<file path="src/scl_pkg.sv">
// Constants, field layout and mode codes of the serial settings loader.
// Assumes a single core clock; all pin levels are synchronised in the loader.
package scl_pkg;

    // ***********************************************************
    // Settings word layout
    // ***********************************************************
    localparam int          SET_W        = 39;
    localparam int          OPT_W        = 14;
    localparam int          LIM_W        = 5;
    localparam int          NUM_LIM      = 4;
    localparam int          TONE_POS     = 38;
    localparam int          EOL_POS      = 37;
    localparam int          LBH_POS      = 36;
    localparam int          HUSH_POS     = 35;
    localparam int          DRIFT_POS    = 34;
    localparam int          LB_LSB       = 31;
    localparam int          IRC_LSB      = 29;
    localparam int          IT_LSB       = 27;
    localparam int          GAIN_LSB     = 25;
    localparam int          NL_LSB       = 20;
    localparam int          HYL_LSB      = 15;
    localparam int          HUL_LSB      = 10;
    localparam int          CTL_LSB      = 5;
    localparam int          BASE_LSB     = 0;
    localparam logic [38:0] SETTINGS_RST = 39'h00_0000_0000;
    localparam logic [4:0]  LIM_RST      = 5'h00;

    // ***********************************************************
    // Pin synchroniser lanes
    // ***********************************************************
    localparam int PIN_W     = 5;
    localparam int PIN_DATA  = 0;
    localparam int PIN_BOOST = 1;
    localparam int PIN_TEN   = 2;
    localparam int PIN_FEED  = 3;
    localparam int PIN_IO    = 4;

    // ***********************************************************
    // Test modes
    // ***********************************************************
    typedef enum logic [3:0] {
        option_load_mode    = 4'h0,
        norm_lim_set        = 4'h1,
        hyst_lim_set        = 4'h2,
        hush_lim_set        = 4'h3,
        ctest_lim_set       = 4'h4,
        baseline_store_mode = 4'h5,
        full_serial_mode    = 4'h6,
        norm_lim_check      = 4'h7,
        hyst_lim_check      = 4'h8,
        hush_lim_check      = 4'h9,
        ctest_lim_check     = 4'ha,
        horn_test_mode      = 4'hb
    } scl_mode_t;

endpackage : scl_pkg

</file>
<file path="src/scl_pin_sync.sv">
// Two-stage synchroniser with rising-edge detect for a group of pins.
// Assumes pins are asynchronous to core_clk; edges are seen after stage two.
`timescale 1ns/1ns
module scl_pin_sync #(
    parameter int W = 5
) (
    input  wire logic         core_clk,
    input  wire logic         nrst,
    input  wire logic [W-1:0] pin_in,
    output logic      [W-1:0] level_out,
    output logic      [W-1:0] rise_out
);

    logic [W-1:0] meta_q;
    logic [W-1:0] sync_q;
    logic [W-1:0] prev_q;

    always_ff @(posedge core_clk or negedge nrst) begin
        if (!nrst) begin
            meta_q <= '0;
            sync_q <= '0;
            prev_q <= '0;
        end else begin
            meta_q <= pin_in;
            sync_q <= meta_q;
            prev_q <= sync_q;
        end
    end

    // First stage feeds only the second
    assign level_out = sync_q;
    assign rise_out  = sync_q & ~prev_q;

endmodule : scl_pin_sync

</file>
<file path="src/scl_loader.sv">
// Serial configuration and calibration loader of the detector controller.
// Assumes pins come straight from pads and the analog levels are digitised
// on core_clk. Storage write is modelled as a register update.
// Functional notes
// - Set modes: output high when gain below integrator
// - Check modes: output high when measurement exceeds limit
// - Latch limits in T1-T4, store in T5
// - One data bit shifted per feed clock
// - Option mode loads only bits 25 to 38
// - Full serial mode loads all 39 bits
// - Upper option fields at fixed bit positions
// - Test clock advances mode while enabled, up to horn test mode (T11)
// - Only boost-level swings count as mode clocks
// - Battery trip code decodes bit-reversed into the rank
`timescale 1ns/1ns
module scl_loader
    import scl_pkg::*;
(
    input  wire logic                   core_clk,
    input  wire logic                   nrst,
    input  wire logic                   test_data_pin,
    input  wire logic                   test_boost_pin,
    input  wire logic                   test_enable_pin,
    input  wire logic                   feed_pin,
    input  wire logic                   io_pin,
    input  wire logic [scl_pkg::LIM_W-1:0] gamp_level,
    input  wire logic [scl_pkg::LIM_W-1:0] integrator_output,
    output logic                        horn_brightness_pin,
    output logic                        smoke_compare_out,
    output logic                        limit_compare_out,
    output scl_pkg::scl_mode_t          test_mode,
    output logic                        tone_select,
    output logic                        end_life_enable,
    output logic                        low_batt_hush_enable,
    output logic                        hush_option,
    output logic                        drift_enable,
    output logic [2:0]                  low_batt_trip,
    output logic [2:0]                  low_batt_rank,
    output logic [1:0]                  emitter_current,
    output logic [1:0]                  integration_time,
    output logic [1:0]                  photo_gain,
    output logic [scl_pkg::LIM_W-1:0]   normal_limit,
    output logic [scl_pkg::LIM_W-1:0]   hysteresis_limit,
    output logic [scl_pkg::LIM_W-1:0]   hush_limit,
    output logic [scl_pkg::LIM_W-1:0]   chamber_test_limit,
    output logic [scl_pkg::LIM_W-1:0]   drift_baseline
);
    import scl_pkg::*;

    // ***********************************************************
    // Pin synchronisation
    // ***********************************************************
    logic [PIN_W-1:0] pin_lvl;
    logic [PIN_W-1:0] pin_rise;

    scl_pin_sync #(.W(PIN_W)) u_sync (
        .core_clk  (core_clk),
        .nrst      (nrst),
        .pin_in    ({io_pin, feed_pin, test_enable_pin, test_boost_pin, test_data_pin}),
        .level_out (pin_lvl),
        .rise_out  (pin_rise)
    );

    wire       data_bit    = pin_lvl[PIN_DATA];
    wire       test_active = pin_lvl[PIN_TEN];
    wire       boost_rise  = pin_rise[PIN_BOOST];
    wire       feed_rise   = pin_rise[PIN_FEED];
    wire       io_rise     = pin_rise[PIN_IO];

    // ***********************************************************
    // Mode decode
    // ***********************************************************
    scl_mode_t mode_q;
    scl_mode_t mode_d;
    wire       mode_step   = test_active && boost_rise && (mode_q != horn_test_mode);
    wire       in_t0       = test_active && (mode_q == option_load_mode);
    wire       in_t5       = test_active && (mode_q == baseline_store_mode);
    wire       in_t6       = test_active && (mode_q == full_serial_mode);
    wire       in_set      = test_active && (mode_q >= norm_lim_set)
                             && (mode_q <= baseline_store_mode);
    wire       in_latch    = in_set && !in_t5;
    wire       in_check    = test_active && (mode_q >= norm_lim_check)
                             && (mode_q <= ctest_lim_check);
    wire       shift_en    = feed_rise && (in_t0 || in_t6);
    wire       program_enable = io_rise;
    wire       latch_limit_in = io_rise && in_latch;
    wire       measure_enable = feed_rise && (in_t5 || in_check);
    wire       enter_t6    = mode_step && (mode_q == baseline_store_mode);
    wire [1:0] latch_idx   = 2'(mode_q - norm_lim_set);
    wire [1:0] check_idx   = 2'(mode_q - norm_lim_check);

    // Test clock only from the boost comparator, never the data level
    assign mode_d = !test_active ? option_load_mode
                  : mode_step    ? scl_mode_t'(mode_q + 4'h1)
                  : mode_q;

    // ***********************************************************
    // State registers
    // ***********************************************************
    logic [SET_W-1:0] shift_q;
    logic [SET_W-1:0] settings_q;
    logic [SET_W-1:0] settings_d;
    logic [LIM_W-1:0] lim_q [NUM_LIM];
    logic [LIM_W-1:0] meas_q;
    logic             meas_valid_q;
    logic             smk_q;
    logic             lcmp_q;
    logic             horn_q;

    wire [4*LIM_W-1:0] lim_flat = {lim_q[0], lim_q[1], lim_q[2], lim_q[3]};
    wire [LIM_W-1:0]   sel_lim  = settings_q[NL_LSB - LIM_W*check_idx +: LIM_W];
    wire               smk_d    = gamp_level < integrator_output;
    wire               lcmp_d   = meas_valid_q && (meas_q > sel_lim);

    // Storage write on program enable, per mode
    assign settings_d =
        (program_enable && in_t0) ? {shift_q[OPT_W-1:0], settings_q[GAIN_LSB-1:0]}
      : (program_enable && in_t6) ? shift_q
      : (program_enable && in_t5) ? {settings_q[SET_W-1:GAIN_LSB], lim_flat, meas_q}
      : settings_q;

    wire horn_d = in_set   ? smk_d
                : in_check ? lcmp_d
                : in_t6    ? shift_q[SET_W-1]
                : 1'b0;

    always_ff @(posedge core_clk or negedge nrst) begin
        if (!nrst) begin
            mode_q     <= option_load_mode;
            settings_q <= SETTINGS_RST;
            shift_q    <= SETTINGS_RST;
        end else begin
            mode_q     <= mode_d;
            settings_q <= settings_d;
            // Read-back loads the stored word so T6 shifts it out MSB first
            if (enter_t6)
                shift_q <= settings_q;
            else if (shift_en)
                shift_q <= {shift_q[SET_W-2:0], data_bit};
        end
    end

    // Measurement is stale once the mode moves on
    always_ff @(posedge core_clk or negedge nrst) begin
        if (!nrst) begin
            meas_q       <= LIM_RST;
            meas_valid_q <= 1'b0;
        end else if (mode_step || !test_active) begin
            meas_valid_q <= 1'b0;
        end else if (measure_enable) begin
            meas_q       <= gamp_level;
            meas_valid_q <= 1'b1;
        end
    end

    always_ff @(posedge core_clk or negedge nrst) begin
        if (!nrst) begin
            smk_q  <= 1'b0;
            lcmp_q <= 1'b0;
            horn_q <= 1'b0;
        end else begin
            smk_q  <= smk_d;
            lcmp_q <= lcmp_d;
            horn_q <= horn_d;
        end
    end

    // ***********************************************************
    // Limit latches, one per limit set mode T1-T4
    // ***********************************************************
    for (genvar i = 0; i < NUM_LIM; i++) begin : g_lim
        always_ff @(posedge core_clk or negedge nrst) begin
            if (!nrst)
                lim_q[i] <= LIM_RST;
            else if (latch_limit_in && latch_idx == 2'(i))
                lim_q[i] <= gamp_level;
        end
    end

    // ***********************************************************
    // Outputs
    // ***********************************************************
    assign horn_brightness_pin  = horn_q;
    assign smoke_compare_out    = smk_q;
    assign limit_compare_out    = lcmp_q;
    assign test_mode            = mode_q;
    assign tone_select          = settings_q[TONE_POS];
    assign end_life_enable      = settings_q[EOL_POS];
    assign low_batt_hush_enable = settings_q[LBH_POS];
    assign hush_option          = settings_q[HUSH_POS];
    assign drift_enable         = settings_q[DRIFT_POS];
    assign low_batt_trip        = settings_q[LB_LSB +: 3];
    assign emitter_current      = settings_q[IRC_LSB +: 2];
    assign integration_time     = settings_q[IT_LSB +: 2];
    assign photo_gain           = settings_q[GAIN_LSB +: 2];
    // Trip code is bit-reversed against voltage rank
    assign low_batt_rank        = {low_batt_trip[0], low_batt_trip[1], low_batt_trip[2]};
    assign normal_limit         = settings_q[NL_LSB +: LIM_W];
    assign hysteresis_limit     = settings_q[HYL_LSB +: LIM_W];
    assign hush_limit           = settings_q[HUL_LSB +: LIM_W];
    assign chamber_test_limit   = settings_q[CTL_LSB +: LIM_W];
    assign drift_baseline       = settings_q[BASE_LSB +: LIM_W];
endmodule : scl_loader

</file>
<file path="config.mk">
export PLATFORM = sky130hd
export DESIGN_NAME = scl_loader
export DESIGN_NICKNAME = d
export VERILOG_FILES = /design/src/scl_pkg.sv /design/src/scl_pin_sync.sv /design/src/scl_loader.sv
export SDC_FILE = /design/constraint.sdc
export NUM_CORES = 1
export LEC_CHECK = 0
export BUFFER_PORTS_ARGS = -buffer_cell sky130_fd_sc_hd__buf_4
export CAP_MARGIN = 30
export CORE_ASPECT_RATIO = 1.25
export CORE_MARGIN = 5
export CORE_UTILIZATION = 35
export DETAILED_ROUTE_END_ITERATION = 8
export GPL_ROUTABILITY_DRIVEN = 0
export SLEW_MARGIN = 15
export SYNTH_ARGS = -nofsm -noshare
export SYNTH_HDL_FRONTEND = slang
export SYNTH_SLANG_ARGS = --single-unit
</file>
<file path="constraint.sdc">
create_clock -name core_clk -period 3.2 [get_ports core_clk]
set_input_delay 0.64 -clock core_clk [delete_from_list [all_inputs] [get_ports core_clk]]
set_output_delay 0.64 -clock core_clk [all_outputs]
set_load 0.1 [all_outputs]
</file>
==> flow_summary.toml <==
[synth]
ys_seq_area_frac = 0.4927
synth_top_area_frac = 0.4927
synth_area_leader_cell = "dfrtp_1"
ys_types = 50
synthTopCellsByCount = "124 x dfrtp_1, 91 x nor2_1, 72 x nand2_1, 43 x mux2i_1, 41 x a21oi_1"
synthCells = 588
synthArstFlopShare = 1.000
synth.most_common_cell = "dfrtp_1"
synthFlopType = "dfrtp_1"
yosys-top-cells-area = "dfrtp_1 49%, mux4_2 7.2%, mux2i_1 6.8%"
synth-seq-cells = 124
synth_edf_count = 0
yosys_warnings = 0
syn-cell-area_sq_mm = 0.006297
syn-mean-instance-area_sq_um = 10.71
syn-num-nets = 621

[cts]
ctsHoldBuffers = 0
post_cts_buffers = 0
cts_tree = "yes"
cts_sinks = 124
clk_pin_slew_worst_paths_ns = 0.06
cts_buffers = 17
clk_path_buf_depth = 2
ctsHtreeMaxLevel = 4
clock_latency_ns = 0.41
cts_root_buffer = "clkbuf_16"
post_cts_resized = 0

[global_route]
met1_usage = 0.2171
top_usage_layer = "met2"
grt_use_total = 0.1724
gr-usage-met2 = 0.2860
first_global_vias = 4909
grt_pass1_wl_microns = 27710
grt_antenna_before_repair = 0
grt_max_degree = 60
groute.layer.met3.usage = 0.03475
grt_overflow = 0

[power_and_ir_drop]
power.leakage_nw = 3.341
combPwrFrac = 0.261
intPower_mw = 3.759
ir_worst_vdd_uv = 441.0
sw_frac_of_total = 0.3551
p_per_area_mw_per_mm2 = 745.4
power_frac_clock = 0.357
switchingPower_mw = 2.070
pwr-share-seq = 0.382

[critical_path]
crit_path_start_kind = "flop"
arrival_ns = 3.40
critPathRequiredTime_ns = 3.49
crit_fanout = 7
worstSetupPathType = "reg -> reg"
rrSetupSlack_ns = 0.08
worstSetupEndpointType = "flop"

[sta]
setup_viol = 0
rsz0062_at_grt = "false"
final_max_slew_viol_count = 0
post-route-period-util = 0.9737
layout_min_cycle_time_ns = 3.116
worst_slack_ns = 0.08425
hold_viol_final = 0
setup-tns-final_ns = 0
fmax_ghz = 0.3210
relSlewSlack = 0.5568
skew_ns = 0.01147
tightest_slew_ns = 0.6632

[drt]
vias_per_cell = 5.432
vias = 4851
antenna_left = 0
wirelength_microns = 17280
drc = 0
wire_per_inst_microns = 19.35
firstDrtPassIters = 6
drtIter0Drc = 350

[die]
start_util = 0.3585
die_y_microns = 160.0
die-width_microns = 130.0
die-area_sq_mm = 0.02079
ios = 66
core-area_sq_mm = 0.01757
rows = 54

[layout]
n_antenna_cell = 0
nets = 690
drive_gt1_frac = 0.2855
stdcell_count = 893
syn_to_final_growth_pct = 24.18

[min_path]
hold_path_class = "in -> async"

[placed_design]
place_ws_ns = 0.07646
dp.cells = 858
hpwl_microns = 12360
io_buffers = 65

[run_status]
status = "finished clean"

[flow_run]
drv_cap = 0
==> state kept, by name (all words and copies together) (netlist names) <==
signal,cells
settings_q,39
shift_q,39
lim_flat,20
meas_q,5
u_sync.level_out,5
u_sync.meta_q,5
test_mode,4
u_sync.prev_q,3
horn_brightness_pin,1
limit_compare_out,1
meas_valid_q,1
smoke_compare_out,1
==> area by class of cell <==
cell class	count	area, sq um
well taps	224	280.3
repair buffers	88	735.7
clock buffers	19	432.9
flip-flops and latches	124	3110
inverters	14	57.56
multi-input cells	412	3007
fillers	1617	9747
clock inverters	12	196.4
==> cell families after synthesis <==
group	synth area share
AND/OR/NAND/NOR	0.1276
flip-flops	0.4927
AO/OA/AOI/OAI	0.1041
multiplexers	0.2019
buffers and inverters	0.03775
adder cells (fa/ha/maj)	0.03179
XOR/XNOR	0.004173
==> worst max-delay path: stages, from the launching register on <==
cell and delay [ns]:
dfrtp_4 0.43, inv_4 0.04, ha_4 0.27, buf_12 0.13
buf_12 0.12, mux4_2 0.49, mux2i_1 0.18, o211ai_1 0.11
o21a_1 0.13, ha_1 0.27, nand3_1 0.06, o21ai_0 0.20
a21oi_2 0.08, a31o_2 0.20, mux2_2 0.26
==> power by group through the flow <==
stage	clock network [mW]	logic [mW]	registers, mW
floorplan	0	0.685	2.63
global placement	0	1.49	2.23
detailed placement	0	1.52	2.25
CTS	2.10	1.52	2.23
global route	2.18	1.63	2.27
finish	2.08	1.52	2.23
==> layout by cell type (no fill, tap or decap), drive strengths merged, types with 20 or more instances in the layout <==
cell	Yosys	layout
dfrtp	124	124
nand2	73	73
a21oi	41	41
mux2i	43	43
mux2	33	33
a31oi	26	26
buf	26	87
nor2	92	92
clkbuf	12	20
mux4	20	20
==> routing by layer <==
layer | vias to the layer above | part of all wire
li1 | 2216 | -
met1 | 2424 | 0.42
met2 | 176 | 0.50
met3 | 35 | 0.051
met4 | 0 | 0.029
met5 | - | 0
==> worst paths after layout <==
| kind | from | endpoint | cells past startpoint |
|---|---|---|---|
| max in group asynchronous | nrst | shift_q[32]$_DFFE_PN0P_ | 2 |
| min in group core_clk | test_boost_pin | u_sync.meta_q[1]$_DFF_PN0_ | 1 |
| worst max-delay path | test_mode[0]$_DFFE_PN0N_ | horn_brightness_pin$_DFF_PN0_ | 14 |
| worst max register to register | test_mode[0]$_DFFE_PN0N_ | horn_brightness_pin$_DFF_PN0_ | 14 |
| worst min-delay path | nrst | shift_q[19]$_DFFE_PN0P_ | 1 |
| worst min register to register | u_sync.meta_q[3]$_DFF_PN0_ | u_sync.level_out[3]$_DFF_PN0_ | 0 |
==> metrics by stage <==
step	power [mW]	cell area, sq um	hold slack [ns]	utilization
2_1_floorplan	3.314	6352	0.3312	-
5_1_grt	6.081	7820	0.1996	0.4452
3_5_place_dp	3.766	7148	0.3362	0.4069
6_report	5.829	7820	0.1851	0.4452
4_1_cts	5.852	7777	0.1903	0.4427
3_3_place_gp	3.718	7148	0.3321	0.4069
(Power assumes the default switching activity.)
